### src/srl_pkg.sv
// Shared constants for the session request and line termination block
package srl_pkg;
   // Clock and protocol times, each in its printed unit
   localparam int unsigned CLK_MHZ = 200;
   localparam int unsigned SE0_WAIT_US = 2000;
   localparam int unsigned LINE_PULSE_MIN_US = 5000;
   localparam int unsigned LINE_PULSE_MAX_US = 10000;
   localparam int unsigned REQ_TOTAL_MS = 100;
   localparam int unsigned REQ_FAIL_S = 5;
   localparam int unsigned DISCHARGE_MAX_MS = 100;
   localparam int unsigned VBUS_DRIVE_US = 20000;
   // Derived cycle counts; the pulse sits midway between its limits
   localparam int unsigned SE0_WAIT_CYC = SE0_WAIT_US * CLK_MHZ;
   localparam int unsigned LINE_PULSE_CYC = (LINE_PULSE_MIN_US + LINE_PULSE_MAX_US) / 2 * CLK_MHZ;
   localparam int unsigned REQ_TOTAL_CYC = REQ_TOTAL_MS * 1000 * CLK_MHZ;
   localparam int unsigned REQ_FAIL_CYC = REQ_FAIL_S * 1000000 * CLK_MHZ;
   localparam int unsigned DISCHARGE_MAX_CYC = DISCHARGE_MAX_MS * 1000 * CLK_MHZ;
   localparam int unsigned VBUS_DRIVE_CYC = VBUS_DRIVE_US * CLK_MHZ;
   // Register byte offsets
   localparam logic [31:0] OFS_CTRL = 32'h0000_0000;
   localparam logic [31:0] OFS_STATUS = 32'h0000_0004;
   localparam logic [31:0] OFS_VBUS_TIME = 32'h0000_0008;
   // Control fields
   localparam int CTRL_START = 0;
   localparam int CTRL_ROLE_SWAP = 1;
   localparam int CTRL_DISCH_EN = 2;
   localparam int CTRL_RESP_DIS = 3;
   localparam int CTRL_TX_RELEASE = 4;
   // Status fields
   localparam int STAT_BUSY = 0;
   localparam int STAT_FAIL = 1;
   localparam int STAT_OK = 2;
   localparam int STAT_DETECT = 3;
   localparam int STAT_SESSION = 4;
   localparam int STAT_HOST = 5;
   localparam int STAT_STATE_LO = 8;
   // Bus answers
   localparam logic [1:0] RESP_OKAY = 2'h0;
   localparam logic [1:0] RESP_DECERR = 2'h3;
   // Request sequencer states
   typedef enum logic [2:0] {ST_IDLE, ST_PREP, ST_LINE, ST_VBUS, ST_WAIT} srl_state_t;
endpackage

### src/srl_axil.sv
// AXI4-Lite slave front end: one write and one read in flight
`timescale 1ns/1ps
module srl_axil
   import srl_pkg::*;
(
   input wire logic clk_sys_i, // System clock
   input wire logic rst_i, // Asynchronous reset, high
   input wire logic [31:0] s_axi_awaddr, // Write address
   input wire logic s_axi_awvalid, // Write address valid
   output logic s_axi_awready, // Write address ready
   input wire logic [31:0] s_axi_wdata, // Write data
   input wire logic [3:0] s_axi_wstrb, // Write strobes
   input wire logic s_axi_wvalid, // Write data valid
   output logic s_axi_wready, // Write data ready
   output logic [1:0] s_axi_bresp, // Write response
   output logic s_axi_bvalid, // Write response valid
   input wire logic s_axi_bready, // Write response ready
   input wire logic s_axi_arvalid, // Read address valid
   output logic s_axi_arready, // Read address ready
   output logic [31:0] s_axi_rdata, // Read data
   output logic [1:0] s_axi_rresp, // Read response
   output logic s_axi_rvalid, // Read data valid
   input wire logic s_axi_rready, // Read data ready
   output logic [31:0] wr_addr_o, // Held write address
   output logic [31:0] wr_data_o, // Held write data
   output logic [3:0] wr_strb_o, // Held write strobes
   output logic wr_en_o, // One-cycle register write
   input wire logic wr_hit_i, // Held write address is mapped
   input wire logic [31:0] rd_data_i, // Read value for s_axi_araddr
   input wire logic rd_hit_i // s_axi_araddr is mapped
);
   typedef struct packed {
      logic aw_have;
      logic w_have;
      logic [31:0] addr;
      logic [31:0] data;
      logic [3:0] strb;
      logic wr_en;
      logic bvalid;
      logic [1:0] bresp;
      logic rvalid;
      logic [31:0] rdata;
      logic [1:0] rresp;
   } srl_axs_t;
   srl_axs_t s_reg;
   srl_axs_t s_next;

   // Address and data may arrive in either order; answer once both are held
   always_comb
   begin
      s_next = s_reg;
      s_next.wr_en = 1'b0;
      if (s_reg.bvalid && s_axi_bready)
         s_next.bvalid = 1'b0;
      if (!s_reg.aw_have && !s_reg.bvalid && s_axi_awvalid)
      begin
         s_next.aw_have = 1'b1;
         s_next.addr = s_axi_awaddr;
      end
      if (!s_reg.w_have && !s_reg.bvalid && s_axi_wvalid)
      begin
         s_next.w_have = 1'b1;
         s_next.data = s_axi_wdata;
         s_next.strb = s_axi_wstrb;
      end
      if (s_reg.aw_have && s_reg.w_have)
      begin
         s_next.aw_have = 1'b0;
         s_next.w_have = 1'b0;
         s_next.wr_en = wr_hit_i;
         s_next.bvalid = 1'b1;
         s_next.bresp = wr_hit_i ? RESP_OKAY : RESP_DECERR;
      end
      // Read data is captured at the address handshake
      if (s_reg.rvalid && s_axi_rready)
         s_next.rvalid = 1'b0;
      else if (!s_reg.rvalid && s_axi_arvalid)
      begin
         s_next.rvalid = 1'b1;
         s_next.rdata = rd_hit_i ? rd_data_i : 32'h0;
         s_next.rresp = rd_hit_i ? RESP_OKAY : RESP_DECERR;
      end
   end

   always_ff @(posedge clk_sys_i or posedge rst_i)
   begin
      if (rst_i)
         s_reg <= '0;
      else
         s_reg <= s_next;
   end

   assign s_axi_awready = !s_reg.aw_have && !s_reg.bvalid;
   assign s_axi_wready = !s_reg.w_have && !s_reg.bvalid;
   assign s_axi_bvalid = s_reg.bvalid;
   assign s_axi_bresp = s_reg.bresp;
   assign s_axi_arready = !s_reg.rvalid;
   assign s_axi_rvalid = s_reg.rvalid;
   assign s_axi_rdata = s_reg.rdata;
   assign s_axi_rresp = s_reg.rresp;
   assign wr_addr_o = s_reg.addr;
   assign wr_data_o = s_reg.data;
   assign wr_strb_o = s_reg.strb;
   assign wr_en_o = s_reg.wr_en;
endmodule

### src/srl_timer.sv
// Saturating interval counter, cleared on demand
`timescale 1ns/1ps
module srl_timer
   import srl_pkg::*;
(
   input wire logic clk_sys_i, // System clock
   input wire logic rst_i, // Asynchronous reset, high
   input wire logic clear_i, // Restart from zero
   output logic [31:0] count_o // Cycles since last clear
);
   typedef struct packed {
      logic [31:0] cnt;
   } srl_tmr_t;
   srl_tmr_t s_reg;
   srl_tmr_t s_next;

   // Saturate so a very long wait never wraps to a short one
   always_comb
   begin
      s_next = s_reg;
      if (clear_i)
         s_next.cnt = 32'h0;
      else if (s_reg.cnt != 32'hffff_ffff)
         s_next.cnt = s_reg.cnt + 32'h1;
   end

   always_ff @(posedge clk_sys_i or posedge rst_i)
   begin
      if (rst_i)
         s_reg <= '0;
      else
         s_reg <= s_next;
   end

   assign count_o = s_reg.cnt;
endmodule

### src/srl_top.sv
// Session request sequencer, request detector and data-line terminations
//
// The AXI4-Lite interface to the registers and the placing of the registers are this design's own decisions.
`timescale 1ns/1ps
module srl_top
   import srl_pkg::*;
#(
   parameter logic [31:0] SE0_CYC = SE0_WAIT_CYC,
   parameter logic [31:0] LINE_CYC = LINE_PULSE_CYC,
   parameter logic [31:0] TOTAL_CYC = REQ_TOTAL_CYC,
   parameter logic [31:0] FAIL_CYC = REQ_FAIL_CYC,
   parameter logic [31:0] DISCH_CYC = DISCHARGE_MAX_CYC,
   parameter logic [31:0] VBUS_CYC = VBUS_DRIVE_CYC
)
(
   input wire logic clk_sys_i, // System clock, 200 MHz
   input wire logic rst_i, // Asynchronous reset, high
   input wire logic [31:0] s_axi_awaddr, // AXI write address
   input wire logic s_axi_awvalid, // AXI write address valid
   output logic s_axi_awready, // AXI write address ready
   input wire logic [31:0] s_axi_wdata, // AXI write data
   input wire logic [3:0] s_axi_wstrb, // AXI write strobes
   input wire logic s_axi_wvalid, // AXI write data valid
   output logic s_axi_wready, // AXI write data ready
   output logic [1:0] s_axi_bresp, // AXI write response
   output logic s_axi_bvalid, // AXI write response valid
   input wire logic s_axi_bready, // AXI write response ready
   input wire logic [31:0] s_axi_araddr, // AXI read address
   input wire logic s_axi_arvalid, // AXI read address valid
   output logic s_axi_arready, // AXI read address ready
   output logic [31:0] s_axi_rdata, // AXI read data
   output logic [1:0] s_axi_rresp, // AXI read response
   output logic s_axi_rvalid, // AXI read data valid
   input wire logic s_axi_rready, // AXI read data ready
   input wire logic a_device_i, // Plug makes this end the A-device
   input wire logic dp_high_i, // Positive data line reads high
   input wire logic dm_high_i, // Negative data line reads high
   input wire logic tx_active_i, // Packet transmission under way
   input wire logic a_side_session_valid_level_i, // VBUS above A-side valid level
   input wire logic b_side_session_valid_level_i, // VBUS above B-side valid level
   input wire logic b_side_session_end_level_i, // VBUS below B-side end level
   output logic dp_pulldown_en_o, // Positive-line pull-down switched on
   output logic dm_pulldown_en_o, // Negative-line pull-down switched on
   output logic dp_pullup_en_o, // Positive-line pull-up switched on
   output logic vbus_drive_en_o, // Drive VBUS for the request pulse
   output logic vbus_discharge_path_o, // Switch in VBUS discharge path
   output logic session_o, // Session in progress
   output logic host_role_o, // This end currently acts as host
   output logic req_detected_o, // Sticky: far end requested a session
   output logic req_failed_o // Sticky: own request got no answer
);
   typedef struct packed {
      srl_state_t state;
      logic session;
      logic role_swap;
      logic disch_en;
      logic resp_dis;
      logic tx_release;
      logic [31:0] vbus_len;
      logic a_vld_d;
      logic req_ok;
      logic req_fail;
      logic req_det;
      logic dp_pd;
      logic dm_pd;
      logic dp_pu;
      logic vbus_drv;
      logic vbus_dis;
      logic host;
   } srl_core_t;
   srl_core_t s_reg;
   srl_core_t s_next;

   logic [31:0] wr_addr;
   logic [31:0] wr_data;
   logic [3:0] wr_strb;
   logic wr_en;
   logic wr_hit;
   logic rd_hit;
   logic [31:0] rd_data;
   logic [31:0] se0_cnt;
   logic [31:0] st_cnt;
   logic st_clr;
   logic se0_now;
   logic host_now;
   logic periph_now;
   logic [31:0] vbus_lim;

   srl_axil u_axil (
      .clk_sys_i(clk_sys_i),
      .rst_i(rst_i),
      .s_axi_awaddr(s_axi_awaddr),
      .s_axi_awvalid(s_axi_awvalid),
      .s_axi_awready(s_axi_awready),
      .s_axi_wdata(s_axi_wdata),
      .s_axi_wstrb(s_axi_wstrb),
      .s_axi_wvalid(s_axi_wvalid),
      .s_axi_wready(s_axi_wready),
      .s_axi_bresp(s_axi_bresp),
      .s_axi_bvalid(s_axi_bvalid),
      .s_axi_bready(s_axi_bready),
      .s_axi_arvalid(s_axi_arvalid),
      .s_axi_arready(s_axi_arready),
      .s_axi_rdata(s_axi_rdata),
      .s_axi_rresp(s_axi_rresp),
      .s_axi_rvalid(s_axi_rvalid),
      .s_axi_rready(s_axi_rready),
      .wr_addr_o(wr_addr),
      .wr_data_o(wr_data),
      .wr_strb_o(wr_strb),
      .wr_en_o(wr_en),
      .wr_hit_i(wr_hit),
      .rd_data_i(rd_data),
      .rd_hit_i(rd_hit)
   );

   // Idle interval on the lines: restarts whenever either line leaves SE0
   srl_timer u_se0_tmr (
      .clk_sys_i(clk_sys_i),
      .rst_i(rst_i),
      .clear_i(!se0_now),
      .count_o(se0_cnt)
   );

   // Time spent in the current sequencer state
   srl_timer u_st_tmr (
      .clk_sys_i(clk_sys_i),
      .rst_i(rst_i),
      .clear_i(st_clr),
      .count_o(st_cnt)
   );

   // Address decode; only whole-word aligned offsets are mapped
   assign wr_hit = (wr_addr == OFS_CTRL) || (wr_addr == OFS_STATUS) ||
      (wr_addr == OFS_VBUS_TIME);
   assign rd_hit = (s_axi_araddr == OFS_CTRL) || (s_axi_araddr == OFS_STATUS) ||
      (s_axi_araddr == OFS_VBUS_TIME);

   // Read mux; the start bit is a strobe and always reads zero
   always_comb
   begin
      rd_data = 32'h0;
      if (s_axi_araddr == OFS_CTRL)
      begin
         rd_data[CTRL_ROLE_SWAP] = s_reg.role_swap;
         rd_data[CTRL_DISCH_EN] = s_reg.disch_en;
         rd_data[CTRL_RESP_DIS] = s_reg.resp_dis;
         rd_data[CTRL_TX_RELEASE] = s_reg.tx_release;
      end
      else if (s_axi_araddr == OFS_STATUS)
      begin
         rd_data[STAT_BUSY] = (s_reg.state != ST_IDLE);
         rd_data[STAT_FAIL] = s_reg.req_fail;
         rd_data[STAT_OK] = s_reg.req_ok;
         rd_data[STAT_DETECT] = s_reg.req_det;
         rd_data[STAT_SESSION] = s_reg.session;
         rd_data[STAT_HOST] = host_now;
         rd_data[STAT_STATE_LO +: 3] = s_reg.state;
      end
      else if (s_axi_araddr == OFS_VBUS_TIME)
         rd_data = s_reg.vbus_len;
   end

   // Role view: A-device starts as host, a swap hands the role over
   assign se0_now = !dp_high_i && !dm_high_i;
   assign host_now = s_reg.session && (a_device_i ^ s_reg.role_swap);
   assign periph_now = s_reg.session && !host_now;
   // Keep the VBUS pulse inside the total request budget
   assign vbus_lim = (s_reg.vbus_len > TOTAL_CYC - LINE_CYC) ?
      TOTAL_CYC - LINE_CYC : s_reg.vbus_len;
   assign st_clr = (s_next.state != s_reg.state);

   // Next state of the whole block
   always_comb
   begin
      s_next = s_reg;
      s_next.a_vld_d = a_side_session_valid_level_i;
      // Session: opened at own valid level, closed below the A-side level
      if (!a_side_session_valid_level_i)
         s_next.session = 1'b0;
      else if (a_device_i ? a_side_session_valid_level_i : b_side_session_valid_level_i)
         s_next.session = 1'b1;
      if (!s_next.session)
         s_next.role_swap = 1'b0;
      // Hardware re-enables line detection when the lines go back to SE0
      if (se0_now)
         s_next.resp_dis = 1'b0;
      // Software writes; a resp_dis set from software wins over the SE0 clear above
      if (wr_en && wr_addr == OFS_CTRL && wr_strb[0])
      begin
         s_next.role_swap = wr_data[CTRL_ROLE_SWAP] && s_next.session;
         s_next.disch_en = wr_data[CTRL_DISCH_EN];
         s_next.resp_dis = wr_data[CTRL_RESP_DIS];
         s_next.tx_release = wr_data[CTRL_TX_RELEASE];
      end
      if (wr_en && wr_addr == OFS_STATUS && wr_strb[0])
      begin
         if (wr_data[STAT_FAIL])
            s_next.req_fail = 1'b0;
         if (wr_data[STAT_OK])
            s_next.req_ok = 1'b0;
         if (wr_data[STAT_DETECT])
            s_next.req_det = 1'b0;
      end
      if (wr_en && wr_addr == OFS_VBUS_TIME && wr_strb == 4'hf)
         s_next.vbus_len = wr_data;
      // Far-end request detection, line or VBUS method, set wins over clear
      if (a_device_i && !s_reg.session && !s_reg.resp_dis && (dp_high_i || dm_high_i))
         s_next.req_det = 1'b1;
      if (a_device_i && !s_reg.a_vld_d && a_side_session_valid_level_i && !s_reg.session)
         s_next.req_det = 1'b1;
      // Own request sequencer, B-device only
      case (s_reg.state)
         ST_IDLE:
         begin
            if (wr_en && wr_addr == OFS_CTRL && wr_strb[0] && wr_data[CTRL_START] &&
               !a_device_i && !s_reg.session)
               s_next.state = ST_PREP;
         end
         ST_PREP:
         begin
            if (a_device_i || s_reg.session)
               s_next.state = ST_IDLE;
            else if (b_side_session_end_level_i && se0_cnt >= SE0_CYC)
               s_next.state = ST_LINE;
         end
         ST_LINE:
         begin
            if (st_cnt >= LINE_CYC - 32'h1)
               s_next.state = ST_VBUS;
         end
         ST_VBUS:
         begin
            if (st_cnt >= vbus_lim - 32'h1)
               s_next.state = ST_WAIT;
         end
         ST_WAIT:
         begin
            if (b_side_session_valid_level_i)
            begin
               s_next.state = ST_IDLE;
               s_next.req_ok = 1'b1;
            end
            else if (st_cnt >= FAIL_CYC - 32'h1)
            begin
               s_next.state = ST_IDLE;
               s_next.req_fail = 1'b1;
            end
         end
         default:
            s_next.state = ST_IDLE;
      endcase
      // Role flag registered so the role output comes straight from a flop
      s_next.host = s_next.session && (a_device_i ^ s_next.role_swap);
      // Terminations follow role; transmit may release them when allowed
      s_next.dp_pd = !periph_now;
      s_next.dm_pd = 1'b1;
      s_next.dp_pu = periph_now || (s_next.state == ST_LINE);
      if (s_next.state == ST_LINE)
         s_next.dp_pd = 1'b0;
      if (tx_active_i && s_reg.tx_release && s_reg.session)
      begin
         s_next.dp_pd = 1'b0;
         s_next.dm_pd = 1'b0;
         s_next.dp_pu = 1'b0;
      end
      s_next.vbus_drv = (s_next.state == ST_VBUS);
      // Discharge only while waiting for session end, and never for long
      s_next.vbus_dis = (s_next.state == ST_PREP) && s_reg.disch_en &&
         !b_side_session_end_level_i && (st_cnt < DISCH_CYC);
   end

   always_ff @(posedge clk_sys_i or posedge rst_i)
   begin
      if (rst_i)
      begin
         s_reg <= '0;
         s_reg.state <= ST_IDLE;
         s_reg.vbus_len <= VBUS_CYC;
         s_reg.dp_pd <= 1'b1;
         s_reg.dm_pd <= 1'b1;
      end
      else
         s_reg <= s_next;
   end

   assign dp_pulldown_en_o = s_reg.dp_pd;
   assign dm_pulldown_en_o = s_reg.dm_pd;
   assign dp_pullup_en_o = s_reg.dp_pu;
   assign vbus_drive_en_o = s_reg.vbus_drv;
   assign vbus_discharge_path_o = s_reg.vbus_dis;
   assign session_o = s_reg.session;
   assign host_role_o = s_reg.host;
   assign req_detected_o = s_reg.req_det;
   assign req_failed_o = s_reg.req_fail;

   // Cycles spent pulsing in the current request, for the budget check
   logic [31:0] act_cnt;
   always_ff @(posedge clk_sys_i or posedge rst_i)
   begin
      if (rst_i)
         act_cnt <= 32'h0;
      else if (s_reg.state == ST_LINE || s_reg.state == ST_VBUS)
         act_cnt <= act_cnt + 32'h1;
      else
         act_cnt <= 32'h0;
   end
endmodule

### config.mk
export PLATFORM = sky130hd
export DESIGN_NAME = srl_top
export DESIGN_NICKNAME = d
export VERILOG_FILES = /design/src/srl_pkg.sv /design/src/srl_axil.sv /design/src/srl_timer.sv /design/src/srl_top.sv
export SDC_FILE = /design/constraint.sdc
export NUM_CORES = 1
export LEC_CHECK = 0
export ABC_AREA = 1
export BUFFER_PORTS_ARGS = -buffer_cell sky130_fd_sc_hd__clkbuf_2
export CAP_MARGIN = 20
export CORE_MARGIN = 8
export CORE_UTILIZATION = 40
export CTS_BUF_LIST = sky130_fd_sc_hd__clkbuf_8 sky130_fd_sc_hd__clkbuf_16
export DETAILED_ROUTE_END_ITERATION = 7
export PLACE_DENSITY = 0.66
export SLEW_MARGIN = 5
export SYNTH_ARGS = -nofsm -noshare
export SYNTH_HDL_FRONTEND = slang
export SYNTH_SLANG_ARGS = --single-unit
### constraint.sdc
create_clock -name clk_sys_i -period 9.65 [get_ports clk_sys_i]
set_input_delay 1.93 -clock clk_sys_i [delete_from_list [all_inputs] [get_ports clk_sys_i]]
set_output_delay 1.93 -clock clk_sys_i [all_outputs]
set_load 0.01 [all_outputs]
==> results of run 1 <==
area by class of cell:
class	count	share of cell area [%]
Inverter	197	5.24
Clock buffer	29	4.78
Sequential cell	221	38.9
Tap cell	396	3.48
Multi-Input combinational cell	1085	40.0
Clock inverter	14	1.17
Timing Repair Buffer	171	6.43
layer usage:
metal / routed length [um] / global-route usage (%) / up-vias
li1: - / - / 5345
met1: 14300 / 22.3 / 4937
met2: 15700 / 29.5 / 204
met3: 1700 / 3.85 / 49
met4: 654 / 4.20 / 0
met5: 0 / 0 / -
worst paths after layout:
kind                                                     from                            endpoint  depth (start not counted)
max reg2reg                             s_reg[29]$_DFFE_PP1P_    u_st_tmr.count_o[27]$_DFFE_PP0P_                         26
min reg2reg                u_axil.s_axi_rdata[10]$_DFFE_PP0P_  u_axil.s_axi_rdata[10]$_DFFE_PP0P_                          2
max                                     s_reg[29]$_DFFE_PP1P_    u_st_tmr.count_o[27]$_DFFE_PP0P_                         26
min                        u_axil.s_axi_rdata[10]$_DFFE_PP0P_  u_axil.s_axi_rdata[10]$_DFFE_PP0P_                          2
max in group asynchronous                               rst_i               s_reg[30]$_DFFE_PP1P_                          4
min in group asynchronous                               rst_i   u_se0_tmr.count_o[22]$_DFFE_PP0P_                          2
synthesized netlist by cell type (2+ instances only):
cell,instances,area [um^2]
a211oi_1,5,37.5
a21oi_1,72,360
a31oi_1,5,31.3
buf_2,4,20.0
buf_4,36,270
buf_6,4,45.0
clkbuf_1,22,82.6
dfrtp_1,212,5310
dfstp_2,9,236
ha_1,36,450
inv_1,194,728
inv_2,3,11.3
mux2_2,35,394
nand2_1,307,1150
nand2_2,9,56.3
nand2_4,2,22.5
nand3_1,84,420
nand3_2,2,20.0
nand3b_1,2,15.0
nand4_1,37,231
nor2_1,232,871
nor2_2,6,37.5
nor2_4,6,67.6
nor3_1,36,180
nor3_2,6,60.1
nor4_1,19,119
o21a_1,5,37.5
o21ai_0,121,606
o21bai_1,3,22.5
o31ai_1,3,22.5
xnor2_1,8,70.1
xor2_1,31,272
worst max-delay path, stage by stage (launching register included):
cell	delay [ns]
dfstp_2	0.57
nand2_1	0.06
nor3_1	0.13
nand2_1	0.13
nor2_1	0.17
nand2_1	0.09
nand2_2	0.08
nand2_4	0.18
nand2_1	0.15
ha_1	0.21
nand3_1	0.23
nor2_1	0.33
nand3_1	0.11
nand2_1	0.07
nand2_1	0.06
ha_1	0.18
a21oi_1	0.12
o21ai_0	0.09
nand2_1	0.06
nand3_1	0.08
nor2_1	0.21
nand4_1	0.26
nand2_1	0.20
nand2_1	0.07
nand2_1	0.10
nand3_4	0.34
nor2_1	0.20
metrics by stage:
stage	hold slack (ns)	util (%)	total power, mW	cell area (um^2)
detailed placement	0.474	43.6	1.51	13300
global placement	0.467	43.6	1.50	13300
finish	0.483	46.6	2.46	14200
floorplan	0.438	-	1.40	12400
global route	0.502	46.6	2.59	14200
CTS	0.489	46.4	2.49	14200
logic make-up (layout without fill, tap and decap cells):
family	count (synthesis)	after routing	synth area share, %
muxes	36	36	3.26
xor gates and xnor gates	39	39	2.76
adders and majority gates	36	36	3.63
buffers and inverters	264	411	9.37
AOI/OAI and AO/OA	220	220	9.44
and+or+nand+nor	754	754	26.9
DFF	221	221	44.7
where the power goes:
group / internal [mW] / switching [mW]
clock network: 0.585 / 0.385
registers: 1.08 / 0.0675
logic: 0.156 / 0.192
total: 1.82 / 0.645
placed cells by master (no fill, tap or decap), drive strengths merged, types with 4 or more instances in the layout:
| cell | n |
|---|---|
| a211oi | 5 |
| nand2 | 318 |
| inv | 201 |
| nand3 | 87 |
| ha | 36 |
| nor4 | 20 |
| a31oi | 5 |
| o21a | 5 |
| nand4 | 38 |
| dfrtp | 212 |
| o21ai | 123 |
| xnor2 | 8 |
| a21oi | 72 |
| nor2 | 244 |
| clkbuf | 192 |
| clkinv | 6 |
| o31ai | 4 |
| mux2 | 35 |
| dfstp | 9 |
| buf | 8 |
| xor2 | 31 |
| nor3 | 42 |
==> metrics, run 1 <==
EDFF count, synth 0; sequential area share after synthesis 44.7%; Post-CTS Setup Bufs 0; Clock Pin Slew Worst Setup and Hold Paths 0.06 ns; Max Fclk 0.220 GHz; clock tree sinks 221; TritonRoute pass-1 iters 6; CP max FO 32; fin crit share 47.1%; worst slew pin tran 0.780 ns; buffers added on ports 163; vias in the first global route 10531; Max Slew Vio Count 0; clock tree buffer depth 3; Synth Instances 1570; leakage power 7.31 nW; GR Util All Layers 17.4%; Max-slew headroom 47.6%; Final nets 1851; CP startpoint kind flip-flop; flop-to-flop setup slack 5.11 ns; ys async rst share 100%; status completed; max reg flops 41; Hold Violations, Final 0; Wirelength per Cell 15.3 um; row cnt 64; Avg Cell Area, Syn 7.90 um^2; multi-input logic area 5700 um^2; Routed WL 32400 um; count of different cell masters after synthesis 46; largest net degree at the start of global routing 141; Placed Instances 2068; post-place setup slack 5.11 ns; DP HPWL 24800 um; initial DRC count 552; Fill cells 3065; antenna cell count 0; die height 192 um; Inserted Clock Buffers 25; YS warnings 0; Hold Path Class reg -> reg; H-tree depth 1; Via density 4.99; IO Count 164; Chip Width 192 um; CTS root buf clkbuf_16; Reg area 5540 um^2; Worst EP required 10.10 ns; fin cells 2113; RSZ-0062 raised after global routing no; Max-Cap Viols 0; Final setup violation count 0; min Tclk post-route 4.54 ns; antenna violations before repair 0; Via Count 10535; Layout area overhead 14.9%; Starting Density 40.5%; share of layout cells above drive strength 1 17.4%; Crit Path Class reg -> reg; CTS resizes 0; Post-DRT Antenna Nets 0; IR Drop Worst-Case VDD 162 uV; TritonCTS clock tree built; Post-Syn Area 12400 um^2; hold bufs inserted after CTS 0; Die ar. 36900 um^2; routability congestion estimate 0.892; Setup WS post-layout 5.11 ns; Worst-Skew Late Latency 0.54 ns; Crit. End Element flip-flop; first-pass GRT wire length 52800 um; Syn Nets 1720; Pwr per Cell Area 173 nW/um^2; core area 30600 um^2; grt total ovfl 0; top_reg_cell synth dfrtp_1; Data arrival, critical path 5.00 ns; Clock Skew 0.0116 ns; setup TNS 0 ns; DRC Markers 0; Seq cells post-synth 221
Power figures use the tool's default switching activity.
==> run 2: changes to the inputs <==
--- a/config.mk
+++ b/config.mk
@@ -5,7 +5,7 @@
 export SDC_FILE = /design/constraint.sdc
 export NUM_CORES = 1
 export LEC_CHECK = 0
-export ABC_AREA = 1
+export ABC_AREA = 0
 export BUFFER_PORTS_ARGS = -buffer_cell sky130_fd_sc_hd__clkbuf_2
 export CAP_MARGIN = 20
 export CORE_MARGIN = 8
==> constraint.sdc (replaced) <==
create_clock -name clk_sys_i -period 4.6 [get_ports clk_sys_i]
set_input_delay 0.92 -clock clk_sys_i [delete_from_list [all_inputs] [get_ports clk_sys_i]]
set_output_delay 0.92 -clock clk_sys_i [all_outputs]
set_load 0.01 [all_outputs]
==> run 2 against run 1 <==
  * Count of clock-buffer cells in the layout grew 3
  * Non-clock buffer count rose by 36
  * Largest power group unchanged
  * Sequential cell count unchanged
  * Sequential share of layout area is 1.4 points higher
  * Power grew 120%
  * Global-route usage is 0.38 points lower
  * Synthesized cell count fell by 30%
==> metrics, run 2 <==
status completed (unchanged); Chip Width 186 um (was 192 um); net load switching power 1.42 mW (was 0.645 mW); Worst-Skew Late Latency 0.53 ns (was 0.54 ns); EDFF count, synth 0 (unchanged); core area 28600 um^2 (was 30600 um^2); clock tree buffer depth 3 (unchanged); Via Count 8881 (was 10535); Avg Cell Area, Syn 10.6 um^2 (was 7.90 um^2); Crit Path Class reg -> reg (unchanged); grt total ovfl 0 (unchanged); clock tree sinks 221 (unchanged); Clk pwr share 36.6% (was 39.4%); Crit. End Element flip-flop (unchanged); Sw Ratio 26.7% (was 26.2%); area leader, netlist dfrtp_1 (unchanged); TritonCTS clock tree built (unchanged); Data arrival, critical path 4.87 ns (was 5.00 ns); top_reg_cell synth dfrtp_1 (unchanged); Pwr per Cell Area 386 nW/um^2 (was 173 nW/um^2); vias in the first global route 8991 (was 10531); DRC Markers 0 (unchanged); share of the synthesized area in the top cell type 45.8% (was 42.8%); IR Drop Worst-Case VDD 369 uV (was 162 uV); Clock Skew 0.0211 ns (was 0.0116 ns); Inserted Clock Buffers 24 (was 25); Die ar. 34700 um^2 (was 36900 um^2); Hold Path Class reg -> reg (unchanged); buffers added on ports 163 (unchanged); row cnt 62 (was 64); Seq cells post-synth 221 (unchanged); worst slew pin tran 0.982 ns (was 0.780 ns); Hold Violations, Final 0 (unchanged); Post-Syn Area 11600 um^2 (was 12400 um^2); Syn Nets 1242 (was 1720); Max-Cap Viols 0 (unchanged); RSZ-0062 raised after global routing yes (was no); fin crit share 96.0% (was 47.1%); routability congestion estimate 0.888 (was 0.892); Routed WL 29800 um (was 32400 um); combinational group share of total power 14.8% (was 14.1%); first-pass GRT wire length 47900 um (was 52800 um); setup TNS 0 ns (unchanged); DP HPWL 21800 um (was 24800 um); antenna cell count 0 (unchanged); most frequent cells in the layout dfrtp_1, clkbuf_2, mux2_2 (was nand2_1, nor2_1, dfrtp_1); initial DRC count 517 (was 552); hold bufs inserted after CTS 0 (unchanged); CP startpoint kind flip-flop (unchanged); Post-DRT Antenna Nets 0 (unchanged); min Tclk post-route 4.42 ns (was 4.54 ns); CTS root buf clkbuf_16 (unchanged); max reg flops 41 (unchanged); H-tree depth 1 (unchanged); Internal 3.90 mW (was 1.82 mW); Wirelength per Cell 18.2 um (was 15.3 um); Final setup violation count 0 (unchanged); TritonRoute pass-1 iters 5 (was 6); most common cell in the netlist dfrtp_1 (was nand2_1); Synth Instances 1092 (was 1570); largest net degree at the start of global routing 169 (was 141); Clock Pin Slew Worst Setup and Hold Paths 0.06 ns (about the same); Starting Density 40.5% (about the same); IO Count 164 (unchanged); CP max FO 7 (was 32); Max Slew Vio Count 0 (unchanged); count of different cell masters after synthesis 67 (was 46); ranking of synthesized cells by area dfrtp_1, mux2_2, ha_1 (was dfrtp_1, nand2_1, nor2_1); leakage power 6.43 nW (was 7.31 nW); die height 186 um (was 192 um); Max-slew headroom 34.6% (was 47.6%); sequential area share after synthesis 47.9% (was 44.7%); YS warnings 0 (unchanged); final core utilization 48.1% (was 46.6%); most common cell after layout, fill and taps aside dfrtp_1 (was nand2_1); Final nets 1391 (was 1851); Worst EP required 5.05 ns (was 10.10 ns); antenna violations before repair 0 (unchanged); Max Fclk 0.226 GHz (was 0.220 GHz); commonest cells in the netlist dfrtp_1, mux2_2, nor2_1 (was nand2_1, nor2_1, dfrtp_1); Via density 5.41 (was 4.99); Layout area overhead 18.9% (was 14.9%); ys async rst share 100% (unchanged); sequential share of power 48.6% (was 46.5%); share of layout cells above drive strength 1 32.8% (was 17.4%); GR Util All Layers 17.0% (was 17.4%)
[run 2: stage by stage]
step | cells | hold slack (ns) | total power [mW] | area [um^2] | worst slack, ns
global route | 1643 | 0.513 | 5.57 | 13800 | -0.0944
global placement | 1587 | 0.465 | 3.36 | 12700 | 0.0953
detailed placement | 1587 | 0.470 | 3.40 | 12700 | -0.0383
CTS | 1631 | 0.487 | 5.36 | 13500 | 0.0133
finish | 1643 | 0.482 | 5.31 | 13800 | 0.184
floorplan | 1092 | 0.445 | 3.13 | 11600 | 0.0596
[run 2: power by group through the flow]
| stage | Combinational (mW) | Sequential, mW | Clock (mW) |
|---|---|---|---|
| after floorplan | 0.612 | 2.51 | 0 |
| after global placement | 0.765 | 2.59 | 0 |
| after detailed placement | 0.792 | 2.61 | 0 |
| after CTS | 0.793 | 2.58 | 1.99 |
| after global routing | 0.867 | 2.63 | 2.07 |
| final | 0.786 | 2.58 | 1.95 |
[run 2: routing by layer]
metal | up-vias | wire (um) | track usage, % | share of wire (%)
met5 | - | 0 | 0 | 0
met4 | 0 | 644 | 5.11 | 2.2
met2 | 291 | 13800 | 26.9 | 46
li1 | 4189 | - | - | -
met1 | 4354 | 13400 | 23.1 | 45
met3 | 47 | 1990 | 3.85 | 6.7
[run 2: path summary, 6_finish.rpt]
check,end,from,slack [ns],cells after the start
hold reg to reg,s_reg[16]$_DFFE_PP0P_,u_axil.wr_data_o[6]$_DFFE_PP0P_,0.48,1
setup / recovery,u_st_tmr.count_o[19]$_DFFE_PP0P_,s_reg[21]$_DFFE_PP1P_,0.18,21
setup reg to reg,u_st_tmr.count_o[19]$_DFFE_PP0P_,s_reg[21]$_DFFE_PP1P_,0.18,21
hold / removal,s_reg[16]$_DFFE_PP0P_,u_axil.wr_data_o[6]$_DFFE_PP0P_,0.48,1
min in group asynchronous,u_axil.wr_addr_o[20]$_DFFE_PP0P_,rst_i,0.63,3
max in group asynchronous,u_axil.s_axi_rdata[15]$_DFFE_PP0P_,rst_i,3.28,3
[run 2: final cells by class]
type	instances	area (um^2)
Timing Repair Buffer	207	1250
Sequential cell	221	5540
Inverter	20	78.8
Clock buffer	32	711
Multi-Input combinational cell	767	5600
Clock inverter	12	103
Fill cell	2623	14900
Tap cell	384	480
[run 2: logic make-up (layout without fill, tap and decap cells)]
logic type	after synthesis	count (layout)	synth area share, %
AO/OA/AOI/OAI	142	142	8.55
AND/OR/NAND/NOR	408	408	18.8
multiplexers	108	108	10.4
buffers and inverters	104	271	4.97
XOR/XNOR	73	73	5.52
adder cells (fa/ha/maj)	36	36	3.89
flip-flops	221	221	47.9
[run 2: critical path: stages, from the launching register on]
cell and delay [ns]:
dfstp_2 0.58, and4_1 0.19, nand4_1 0.14, nor4b_2 0.24, nor2_1 0.10, a21oi_2 0.21, nand2_1 0.11, ha_2 0.19
nand3b_1 0.25, nor2_4 0.10, buf_4 0.15, o21ai_2 0.12, ha_1 0.27, a21oi_2 0.12, a21boi_1 0.08, nor4_1 0.31
a31oi_1 0.17, nor4_2 0.43, o32ai_4 0.14, buf_12 0.18, clkbuf_16 0.16, nor2_2 0.10
[run 2: timing repair]
item / CTS / global route
resized for setup: 1 / 30
setup buffers: 0 / 9
cloned: 0 / 3
pin swaps: 0 / 22
setup endpoints to repair: 30 / 34
